File: src/logic/glpc_pkg.sv
// package: register map, field positions and timing for the pin configuration block
package glpc_pkg;
    localparam logic [11:0] CFG_OFF = 12'h088;
    localparam logic [11:0] IRQ_STS_OFF = 12'h08C;
    localparam logic [11:0] IRQ_EN_OFF = 12'h090;
    localparam int LED_SEL_LSB = 28;
    localparam int POL_LSB = 24;
    localparam int MEMFN_LSB = 20;
    localparam int BUF_LSB = 16;
    localparam int DIR_LSB = 8;
    localparam int XOUT_LSB = 3;
    localparam int DATA_LSB = 0;
    localparam logic [31:0] CFG_RESET = 32'h0000_0000;
    localparam logic [31:0] CFG_WMASK = 32'h7777_0718;
    localparam logic [2:0] IRQ_RESET = 3'h0;
    localparam logic [2:0] MEMFN_MEM = 3'h0;
    localparam logic [2:0] MEMFN_XOUT = 3'h1;
    localparam logic [2:0] MEMFN_X3_RXDV = 3'h3;
    localparam logic [2:0] MEMFN_TXEN_X4 = 3'h5;
    localparam logic [2:0] MEMFN_TXEN_RXDV = 3'h6;
    localparam logic [2:0] MEMFN_CLKS = 3'h7;
    localparam int CLK_PERIOD_PS = 4000;
    localparam int ACTIVE_MIN_PS = 40000;
    // input must stay active strictly longer than the minimum, so one cycle beyond it
    localparam int ACTIVE_CYCLES = ACTIVE_MIN_PS / CLK_PERIOD_PS + 1;
    localparam int CNT_W = 4;
endpackage

File: src/logic/glpc_pin_irq.sv
// one pin: synchroniser, active-level filter and sticky status bit
`timescale 1ns/10ps
module glpc_pin_irq (
    input wire logic pclk,
    input wire logic presetn,
    input wire logic pin_in,
    input wire logic polarity,
    input wire logic clear,
    output logic level,
    output logic status
);
    logic sync1_r;
    logic sync2_r;
    logic [glpc_pkg::CNT_W-1:0] cnt_r;
    logic active;
    logic hit;

    always_ff @(posedge pclk or negedge presetn) begin // see RQ13
        if (!presetn) begin
            sync1_r <= 1'b0;
            sync2_r <= 1'b0;
        end else begin
            sync1_r <= pin_in;
            sync2_r <= sync1_r;
        end
    end

    assign level = sync2_r;
    assign active = (sync2_r == polarity); // see RQ2
    assign hit = active && (cnt_r == glpc_pkg::CNT_W'(glpc_pkg::ACTIVE_CYCLES - 1));

    // counter saturates so a held level keeps hit high and re-sets the bit every cycle
    always_ff @(posedge pclk or negedge presetn) begin // see RQ4
        if (!presetn) begin
            cnt_r <= '0;
        end else if (!active) begin
            cnt_r <= '0;
        end else if (cnt_r != glpc_pkg::CNT_W'(glpc_pkg::ACTIVE_CYCLES - 1)) begin
            cnt_r <= cnt_r + 1'b1;
        end
    end

    // set wins over a clear in the same cycle
    always_ff @(posedge pclk or negedge presetn) begin // see RQ13
        if (!presetn) begin
            status <= 1'b0;
        end else if (hit) begin
            status <= 1'b1;
        end else if (clear) begin
            status <= 1'b0;
        end
    end
endmodule // glpc_pin_irq

File: src/logic/glpc_top.sv
// pin configuration block: apb registers, pin muxing and pin interrupts
//
// Local design decision: the APB slave port.
`timescale 1ns/10ps
// Contract
// RQ1: led select bits make pins led outputs
// RQ2: polarity bit picks active pin level
// RQ3: enable bit gates pin interrupt
// RQ4: active level must last over 40 ns
// RQ5: three-bit field picks memory pin functions
// RQ6: host keeps field during memory cycle
// RQ7: host never writes reserved field codes
// RQ8: buffer bit picks push-pull or open-drain
// RQ9: direction bit makes pin output
// RQ10: extra outputs follow bits 3 and 4
// RQ11: data drives outputs, reads return pins
// RQ12: all fields reset to zero
// RQ13: synchronise pins, sticky status until cleared
module glpc_top (
    input wire logic pclk,
    input wire logic presetn,
    input wire logic psel,
    input wire logic penable,
    input wire logic pwrite,
    input wire logic [11:0] paddr,
    input wire logic [31:0] pwdata,
    output logic [31:0] prdata,
    output logic pready,
    output logic pslverr,
    output logic irq,
    input wire logic [2:0] pin_in,
    output logic [2:0] pin_out,
    output logic [2:0] pin_oe,
    input wire logic [2:0] led_state,
    input wire logic mem_data_out,
    input wire logic mem_data_oe,
    output logic mem_data_in,
    input wire logic mem_clock_out,
    input wire logic tx_en,
    input wire logic tx_clk,
    input wire logic rx_dv,
    input wire logic rx_clk,
    input wire logic serial_mem_data_pin_in,
    output logic serial_mem_data_pin_out,
    output logic serial_mem_data_pin_oe,
    output logic serial_mem_clock_pin,
    output logic mem_pins_owned
);
    logic [31:0] cfg_r;
    logic [2:0] irq_en_r;
    logic [2:0] level;
    logic [2:0] status;
    logic [2:0] clear;
    logic wr;
    logic rd;
    logic mapped;
    logic [2:0] led_output_select;
    logic [2:0] pin_irq_polarity;
    logic [2:0] serial_mem_pin_function;
    logic [2:0] pin_buffer_type;
    logic [2:0] pin_direction;
    logic [1:0] extra_output_value;
    logic [2:0] pin_data_value;
    logic extra_output_3;
    logic extra_output_4;
    logic [2:0] drive_val;
    logic [2:0] drive_en;
    logic md_sync1_r;
    logic md_sync2_r;

    assign led_output_select = cfg_r[glpc_pkg::LED_SEL_LSB +: 3];
    assign pin_irq_polarity = cfg_r[glpc_pkg::POL_LSB +: 3];
    assign serial_mem_pin_function = cfg_r[glpc_pkg::MEMFN_LSB +: 3];
    assign pin_buffer_type = cfg_r[glpc_pkg::BUF_LSB +: 3];
    assign pin_direction = cfg_r[glpc_pkg::DIR_LSB +: 3];
    assign extra_output_value = cfg_r[glpc_pkg::XOUT_LSB +: 2];
    assign pin_data_value = cfg_r[glpc_pkg::DATA_LSB +: 3];

    // zero wait states: every access completes in its first access cycle
    assign pready = 1'b1;
    assign wr = psel && penable && pwrite;
    assign rd = psel && penable && !pwrite;
    assign mapped = (paddr == glpc_pkg::CFG_OFF) || (paddr == glpc_pkg::IRQ_STS_OFF)
        || (paddr == glpc_pkg::IRQ_EN_OFF);
    assign pslverr = psel && penable && !mapped;

    // only documented fields are writable; data bits 2:0 hold the drive value
    always_ff @(posedge pclk or negedge presetn) begin // see RQ12
        if (!presetn) begin
            cfg_r <= glpc_pkg::CFG_RESET;
        end else if (wr && paddr == glpc_pkg::CFG_OFF) begin
            cfg_r <= (pwdata & glpc_pkg::CFG_WMASK) | (pwdata & 32'h0000_0007);
        end
    end

    always_ff @(posedge pclk or negedge presetn) begin
        if (!presetn) begin
            irq_en_r <= glpc_pkg::IRQ_RESET;
        end else if (wr && paddr == glpc_pkg::IRQ_EN_OFF) begin
            irq_en_r <= pwdata[2:0];
        end
    end

    assign clear = (wr && paddr == glpc_pkg::IRQ_STS_OFF) ? pwdata[2:0] : 3'h0;

    genvar g;
    generate
        for (g = 0; g < 3; g++) begin : g_pin
            glpc_pin_irq u_pin (
                .pclk(pclk),
                .presetn(presetn),
                .pin_in(pin_in[g]),
                .polarity(pin_irq_polarity[g]),
                .clear(clear[g]),
                .level(level[g]),
                .status(status[g])
            );
        end
    endgenerate

    assign irq = |(status & irq_en_r); // see RQ3

    // read returns live synchronised pin levels in the data bits
    always_ff @(posedge pclk or negedge presetn) begin // see RQ11
        if (!presetn) begin
            prdata <= 32'h0000_0000;
        end else if (psel && !penable && !pwrite) begin
            case (paddr)
                glpc_pkg::CFG_OFF: prdata <= {cfg_r[31:3], level};
                glpc_pkg::IRQ_STS_OFF: prdata <= {29'h0, status};
                glpc_pkg::IRQ_EN_OFF: prdata <= {29'h0, irq_en_r};
                default: prdata <= 32'h0000_0000;
            endcase
        end
    end

    // led mode drives the led state; otherwise direction and data apply
    always_comb begin
        for (int i = 0; i < 3; i++) begin
            if (led_output_select[i]) begin // see RQ1
                drive_val[i] = led_state[i];
                drive_en[i] = 1'b1;
            end else begin
                drive_val[i] = pin_data_value[i]; // see RQ11
                drive_en[i] = pin_direction[i]; // see RQ9
            end
        end
    end

    // open-drain only pulls low; a high releases the pin
    assign pin_out = drive_val;
    assign pin_oe = drive_en & (pin_buffer_type | ~drive_val); // see RQ8

    assign extra_output_3 = extra_output_value[0]; // see RQ10
    assign extra_output_4 = extra_output_value[1]; // see RQ10

    always_ff @(posedge pclk or negedge presetn) begin
        if (!presetn) begin
            md_sync1_r <= 1'b0;
            md_sync2_r <= 1'b0;
        end else begin
            md_sync1_r <= serial_mem_data_pin_in;
            md_sync2_r <= md_sync1_r;
        end
    end
    assign mem_data_in = md_sync2_r;

    // reserved codes fall back to the memory function; host must avoid them
    always_comb begin // see RQ5
        mem_pins_owned = 1'b0;
        serial_mem_data_pin_out = mem_data_out;
        serial_mem_data_pin_oe = mem_data_oe;
        serial_mem_clock_pin = mem_clock_out;
        case (serial_mem_pin_function)
            glpc_pkg::MEMFN_MEM: mem_pins_owned = 1'b1;
            glpc_pkg::MEMFN_XOUT: begin
                serial_mem_data_pin_out = extra_output_3;
                serial_mem_data_pin_oe = 1'b1;
                serial_mem_clock_pin = extra_output_4;
            end
            glpc_pkg::MEMFN_X3_RXDV: begin
                serial_mem_data_pin_out = extra_output_3;
                serial_mem_data_pin_oe = 1'b1;
                serial_mem_clock_pin = rx_dv;
            end
            glpc_pkg::MEMFN_TXEN_X4: begin
                serial_mem_data_pin_out = tx_en;
                serial_mem_data_pin_oe = 1'b1;
                serial_mem_clock_pin = extra_output_4;
            end
            glpc_pkg::MEMFN_TXEN_RXDV: begin
                serial_mem_data_pin_out = tx_en;
                serial_mem_data_pin_oe = 1'b1;
                serial_mem_clock_pin = rx_dv;
            end
            glpc_pkg::MEMFN_CLKS: begin
                serial_mem_data_pin_out = tx_clk;
                serial_mem_data_pin_oe = 1'b1;
                serial_mem_clock_pin = rx_clk;
            end
            default: mem_pins_owned = 1'b1; // see RQ7
        endcase
    end
endmodule // glpc_top

File: config.mk
export PLATFORM = sky130hd
export DESIGN_NAME = glpc_top
export DESIGN_NICKNAME = d
export VERILOG_FILES = /design/src/logic/glpc_pkg.sv /design/src/logic/glpc_pin_irq.sv /design/src/logic/glpc_top.sv
export SDC_FILE = /design/constraint.sdc
export NUM_CORES = 1
export LEC_CHECK = 0
export BUFFER_PORTS_ARGS = -buffer_cell sky130_fd_sc_hd__buf_2
export CORE_ASPECT_RATIO = 1.5
export CORE_MARGIN = 10
export CORE_UTILIZATION = 50
export DETAILED_ROUTE_END_ITERATION = 10
export PLACE_DENSITY_LB_ADDON = 0.12
export SYNTH_ARGS = -nofsm -noshare
export SYNTH_HDL_FRONTEND = slang
export SYNTH_SLANG_ARGS = --single-unit
export TNS_END_PERCENT = 10
File: constraint.sdc
create_clock -name pclk -period 2.4 [get_ports pclk]
set_clock_uncertainty 0.05 [all_clocks]
set_input_delay 0.36 -clock pclk [delete_from_list [all_inputs] [get_ports pclk]]
set_output_delay 0.36 -clock pclk [all_outputs]
set_load 0.02 [all_outputs]
==> results of run 1 <==
[worst max path at each step]
stage / start / end / cells after the start
2_1_floorplan: paddr[10] / irq_en_r[0] / 4
6_report: cfg_r[21] / serial_mem_data_pin_out / 5
3_5_place_dp: paddr[10] / cfg_r[20] / 6
3_3_place_gp: paddr[10] / cfg_r[24] / 6
4_1_cts: cfg_r[22] / serial_mem_clock_pin / 5
5_1_grt: cfg_r[22] / serial_mem_clock_pin / 5
[placed cells by master, fill, tap and decap left out, drive strengths merged, types with 2 or more instances in the layout]
master   instances
buf             87
dfrtp           66
mux2            26
nor2            22
a22o            17
clkbuf          15
conb            13
nand2           13
inv              8
xor2             7
a21oi            6
ha               6
o21ai            5
nand2b           4
nand3            4
mux2i            3
o2bb2ai          3
a22oi            3
a2bb2oi          3
a211oi           3
xnor2            3
nand3b           3
a221oi           2
nor2b            2
nand4            2
or4b             2
[stage by stage]
step                instances  setup slack, ns
floorplan                 257            0.569
detailed placement        396            0.307
global route              413            0.315
finish                    413            0.442
CTS                       413            0.402
global placement          396            0.325
[synthesized netlist by cell type (all sizes together)]
cell,n,share of area
a211oi,3,0.0074
a21o,1,0.0025
a21oi,6,0.0098
a221oi,2,0.0057
a222oi,1,0.0033
a22o,17,0.049
a22oi,3,0.0074
a2bb2oi,3,0.0086
and2,1,0.0020
and3,1,0.0025
and4,1,0.0029
buf,17,0.048
clkbuf,3,0.0037
conb,2,0.0025
dfrtp,66,0.54
ha,6,0.025
inv,8,0.0098
mux2,26,0.12
mux2i,3,0.0098
nand2,13,0.017
nand2b,4,0.0082
nand3,4,0.0065
nand3b,3,0.0074
nand4,2,0.0041
nor2,22,0.027
nor2b,2,0.0041
nor3,1,0.0033
nor3b,1,0.0025
nor4,1,0.0020
o21a,1,0.0025
o21ai,5,0.0082
o2bb2ai,3,0.0086
or2,1,0.0020
or3,1,0.0020
or4b,2,0.0078
xnor2,3,0.0086
xor2,7,0.020
[final cells by class]
| class | count | area, µm² | area share |
|---|---|---|---|
| clock buffers | 15 | 196 | 0.0530 |
| clock inverters | 1 | 5.00 | 0.00135 |
| inverters | 8 | 30.0 | 0.00811 |
| multi-input cells | 163 | 1260 | 0.341 |
| flip-flops and latches | 66 | 1650 | 0.446 |
| well taps | 72 | 90.1 | 0.0243 |
| repair buffers | 88 | 468 | 0.126 |
[registers in the layout, summed over array words and instances, names as in the netlist]
name,cells
cfg_r,20
prdata,20
g_pin.u_pin.cnt_r,12
g_pin.u_pin.level,3
g_pin.u_pin.status,3
g_pin.u_pin.sync1_r,3
irq_en_r,3
md_sync1_r,1
mem_data_in,1
[kinds of logic (layout without fill, tap and decap cells)]
family,count (synthesis),in the layout,share of synthesized area
DFF,66,66,0.540
and+or+nand+nor,60,60,0.101
muxes,29,29,0.130
buffers and inverters,28,112,0.0613
xor gates and xnor gates,10,10,0.0286
other,2,13,0.00245
adders and majority gates,6,6,0.0245
AOI/OAI and AO/OA,45,45,0.112
[per-layer routing]
metal	up-vias	wire, µm	GRT usage
met4	0	166	0.0672
li1	1028	-	-
met3	14	429	0.0492
met1	1022	2540	0.137
met5	-	0	0
met2	63	3410	0.247
[power breakdown]
part	total (mW)	switching (mW)	internal (mW)
Clock	0.897	0.381	0.516
Sequential	1.15	0.0166	1.13
Combinational	0.161	0.0948	0.0657
[worst max-delay path: cells and delay by family (launching register included)]
family | cells | cell delay [ns]
AND/OR/NAND/NOR | 1 | 0.07
multiplexers | 1 | 0.15
AO/OA/AOI/OAI | 2 | 0.35
flip-flops | 1 | 0.45
buffers and inverters | 1 | 0.21
[what timing repair did]
| action | in CTS | in global routing |
|---|---|---|
| hold buffers | 1 | 0 |
| endpoints found under the hold margin | 5 | 0 |
| buffers inserted | 0 | 0 |
==> impl_metrics.ini, run 1 <==
[run_status]
status = complete, no violations

[yosys]
mappedNetlistArea_um2 = 3060
postSynthRegisterBits = 66
synth_instances = 246
ys_seq_area_frac = 0.540
ys.warnings.count = 0
post_synth.cell_area_avg_um2 = 12.4
synth.lib_cells_used.distinct = 42

[final_layout]
fin_util = 0.631
drive_above_1_share = 0.390
fin_nets = 405
antenna_cells_inserted = 0
fill_cells = 504
area.growth.synth_to_final_pct = 21.0
stdcell_area_um2 = 3700

[timing]
report.final.slew_viol_count = 0
rsz_0062_raised_after_global_routing = no
whs_ns = 0.0879
tightest_slew_ns = 0.731
setup_tns_ns = 0
setup_viol = 0
fin_crit_sh = 0.816
worst_slew_margin_rel = 0.511
finalCriticalPeriod_ns = 1.96
final_hold_viol_count = 0
fmax_mhz = 511

[clocking]
max-clock-path-buffers = 2
clk-insertion-delay-late_ns = 0.33
post_cts_resized = 0
cts_sinks = 66
cts_tree = done
cts_inserted_buffers = 9
clk_transition_reported_paths_ns = 0.06
cts_root_buf = sky130_fd_sc_hd__clkbuf_8
clock_tree.htree_level_count = 3

[hold_path]
hold_path_stages = 1
worst_hold_path.endpoint = g_pin[0].u_pin.sync1_r
hold_crit_start = pin_in[0]
hold_path.class = input pin to register

[grt]
grt_pass1_wl_um = 10900
first_global_vias = 2332
gr-total-overflow = 0
largest_net_degree_at_the_start_of_global_routing = 67
initial_antenna_violation_count = 0
globalRouteTotalUtil = 0.137

[critical_path]
path_cells = mux2i_1 > nand2_1 > o21ai_0 > a221oi_1 > buf_2
reg2regPathDepth = 5
r2r_setup_slack_ns = 0.94
cp-end-kind = output port
cpMaxStageDelayCell = sky130_fd_sc_hd__dfrtp_1
critical_path.reg2reg.endpoint = g_pin[0].u_pin.cnt_r[1]
cp.required_ns = 1.99
worst_r2r_startpoint = g_pin[0].u_pin.cnt_r[0]
worstSetupStartpointType = register
criticalPathCategory = register to output port
critPathArrivalTime_ns = 1.55
critical_path.max_stage_delay_ns = 0.45
cp_max_fo = 7

[placement]
gp_congestion = 0.723
detailed_place.area_um2 = 3490
portBuffers = 83
estimated_wirelength_of_the_detail_placed_design_um = 5020

[route]
route.detailed.wl_per_inst_um = 15.8
route.detailed.drc = 0
totalWireLength_um = 6550
via_count = 2127
drt_iter0_markers = 85
detail-route-antenna-nets = 0
avg_vias_per_cell = 5.15
drt_pre_antenna_iters = 4

[floorplan]
core_area_um2 = 5870
dieArea_um2 = 9710
io_pins = 109
rows = 34
die_h_um = 116
initial_utilization = 0.521
die_width_um = 83.9

[power_and_ir_drop]
design_power_mw = 2.21
p_leak_nw = 1.98
max-vdd-ir-drop_mv = 0.321
power.density_nw_per_um2 = 596

[flow_run]
cap_violations = 0
Note: power is estimated with default switching activity, not from simulation.
==> run 2, diff against run 1 <==
ABC_AREA = 1   (was not set)
CORE_UTILIZATION = 46   (was 50)
clock period = 1.8 ns   (was 2.4 ns; I/O delays follow)
==> run 2 against run 1 <==
Effect of this change: critical path depth stayed put; highest routed layer unchanged; hold slack better by 0.038 ns; flip-flop and latch count stayed put; sequential power is 33% higher; sequential share of layout area is 4.0 points lower; largest cell class unchanged; clock-buffer cell count is 1 lower; clock power is 49% higher; worst setup slack worse by 0.33 ns.
==> impl_metrics.ini, run 2 <==
[final_layout]
layout.area.seq_um2 = 1650
drive_above_1_share = 0.304
multi_input_combinational_cell_area_um2 = 1350
fin_nets = 546
final_common_cell = sky130_fd_sc_hd__nand2_1
stdcell_area_um2 = 4080
area.growth.synth_to_final_pct = 23.2
top_regs = cfg_r x20, prdata x20, g_pin.u_pin.cnt_r x12
antenna_cells_inserted = 0
fill_cells = 607
mostFrequentLayoutCells = sky130_fd_sc_hd__nand2_1, sky130_fd_sc_hd__buf_2, sky130_fd_sc_hd__dfrtp_1

[route]
via_count = 2615
route.detailed.drc = 0
route.detailed.wl_per_inst_um = 13.2
avg_vias_per_cell = 4.68
detail-route-antenna-nets = 0
drt_pre_antenna_iters = 4
totalWireLength_um = 7370
drt_iter0_markers = 97

[timing]
finalCriticalPeriod_ns = 1.69
final_hold_viol_count = 0
fmax_mhz = 592
setup_tns_ns = 0
rsz_0062_raised_after_global_routing = no
setup_viol = 0
fin_crit_sh = 0.939
report.final.slew_viol_count = 0

[yosys]
synth.lib_cells_used.distinct = 31
yosys-top-cells-area = sky130_fd_sc_hd__dfrtp_1, sky130_fd_sc_hd__nand2_1, sky130_fd_sc_hd__inv_1
synth_most_common_cell = sky130_fd_sc_hd__nand2_1
synthDominantAreaCellType = sky130_fd_sc_hd__dfrtp_1
ys_seq_area_frac = 0.499
mappedNetlistArea_um2 = 3310
ys.warnings.count = 0
ys_async_sr_fraction = 1.00
synth_instances = 379
synth_enable_flop_cells = 0
postSynthRegisterBits = 66
ys.flop_type = sky130_fd_sc_hd__dfrtp_1
commonest_cells_in_the_netlist = sky130_fd_sc_hd__nand2_1, sky130_fd_sc_hd__dfrtp_1, sky130_fd_sc_hd__inv_1, sky130_fd_sc_hd__nand3_1, sky130_fd_sc_hd__nor2_1
netlist.area_leader.share = 0.499
post_synth.cell_area_avg_um2 = 8.73

[floorplan]
die_h_um = 124
die_width_um = 89.2
dieArea_um2 = 11100
initial_utilization = 0.476
rows = 37
io_pins = 109
core_area_um2 = 6940

[critical_path]
cpMaxStageDelayCell = sky130_fd_sc_hd__dfrtp_1
cp_max_fo = 4
critical_path.max_stage_delay_ns = 0.40
worstSetupStartpointType = register
path_cells = buf_4 > a21oi_2 > nand2_1 > nand4_1 > buf_2
cp.required_ns = 1.48
reg2regPathDepth = 6
critPathArrivalTime_ns = 1.37
cp-end-kind = output port
criticalPathCategory = register to output port

[clocking]
max-clock-path-buffers = 2
cts_inserted_buffers = 9
clk-insertion-delay-late_ns = 0.33
clk_transition_reported_paths_ns = 0.07
cts_root_buf = sky130_fd_sc_hd__clkbuf_8
cts_sinks = 66
clock_tree.htree_level_count = 3
cts_tree = done

[grt]
initial_antenna_violation_count = 0
globalRouteTotalUtil = 0.139
gr-total-overflow = 0
grt_pass1_wl_um = 12200
first_global_vias = 2732
largest_net_degree_at_the_start_of_global_routing = 23

[power_and_ir_drop]
design_power_mw = 3.13
max-vdd-ir-drop_mv = 0.824
p_leak_nw = 2.18
power.density_nw_per_um2 = 767

[run_status]
status = complete, no violations

[placement]
estimated_wirelength_of_the_detail_placed_design_um = 5910
portBuffers = 83
detailed_place.area_um2 = 3770
gp_congestion = 0.813

[hold_path]
hold_path.class = input pin to register
hold_path_stages = 3

[flow_run]
cap_violations = 0
-- run 2: cell count changes after synthesis, moves of 4 or more --
cell / delta
sky130_fd_sc_hd__mux2_4: -20
sky130_fd_sc_hd__nand2_1: +95
sky130_fd_sc_hd__o31ai_1: +7
sky130_fd_sc_hd__a22o_1: -17
sky130_fd_sc_hd__nand2b_1: -4
sky130_fd_sc_hd__xor2_1: -6
sky130_fd_sc_hd__o21ai_1: +11
sky130_fd_sc_hd__o21ai_2: +20
sky130_fd_sc_hd__nand3_1: +24
sky130_fd_sc_hd__mux2_2: -6
sky130_fd_sc_hd__inv_1: +42
-- run 2: cell type report --
| type | count | area share |
|---|---|---|
| multi-input combinational | 251 | 0.330 |
| timing repair buffer | 97 | 0.138 |
| tap | 78 | 0.0239 |
| inverter | 52 | 0.0479 |
| clock inverter | 1 | 0.00737 |
| sequential | 66 | 0.406 |
| clock buffer | 14 | 0.0473 |
-- run 2: cells by family after synthesis --
family / Yosys count / synth area share
buf+inv: 73 / 0.109
xor+xnor: 7 / 0.0185
simple gates: 172 / 0.228
other cells: 2 / 0.00227
flops: 66 / 0.499
compound gates: 53 / 0.120
fa+ha+maj: 6 / 0.0227
-- run 2: per-layer routing --
layer / global-route usage / vias to the layer above / routed length [µm]
met4: 0.0579 / 0 / 121
met2: 0.251 / 51 / 3990
met3: 0.0340 / 13 / 441
met5: 0 / - / 0
met1: 0.149 / 1184 / 2820
li1: - / 1367 / -
-- run 2: worst max-delay path, delay by kind of cell (launching register included) --
family,cells,cell delay (ns)
flops,1,0.40
simple gates,2,0.15
buf+inv,2,0.32
compound gates,1,0.18
-- run 2: timing repair --
item | 4_1_cts | 5_1_grt
endpoints found under the hold margin | 19 | 0
gates resized for setup | 1 | 5
pin swaps | 0 | 1
hold buffers | 5 | 0
endpoints found under the setup margin | 1 | 2
setup buffers | 0 | 2
-- run 2: through the flow --
stage	hold WS (ns)	utilization	std cells	setup slack [ns]
after floorplan	-0.0756	-	390	0.296
after global placement	0.192	0.543	537	0.346
after detailed placement	0.191	0.543	537	0.341
after CTS	0.111	0.583	557	0.0477
after global routing	0.116	0.587	559	0.00958
final	0.126	0.587	559	0.110
-- run 2: worst paths after layout --
| check | startpoint | slack (ns) | to |
|---|---|---|---|
| setup / recovery | cfg_r[21] | 0.11 | serial_mem_data_pin_out |
| hold reg to reg | g_pin[1].u_pin.sync1_r | 0.30 | g_pin[1].u_pin.level |
| hold / removal | pwdata[22] | 0.13 | cfg_r[22] |
| setup reg to reg | g_pin[2].u_pin.cnt_r[0] | 0.47 | g_pin[2].u_pin.cnt_r[0] |
| min in group asynchronous | presetn | 0.37 | prdata[29] |
| max in group asynchronous | presetn | 0.80 | mem_data_in |
-- run 2: report_power, final --
| part | leakage, nW | total [mW] | internal (mW) | switching [mW] |
|---|---|---|---|---|
| registers | 0.877 | 1.53 | 1.51 | 0.0211 |
| logic | 1.18 | 0.259 | 0.100 | 0.158 |
| clock network | 0.115 | 1.34 | 0.822 | 0.514 |
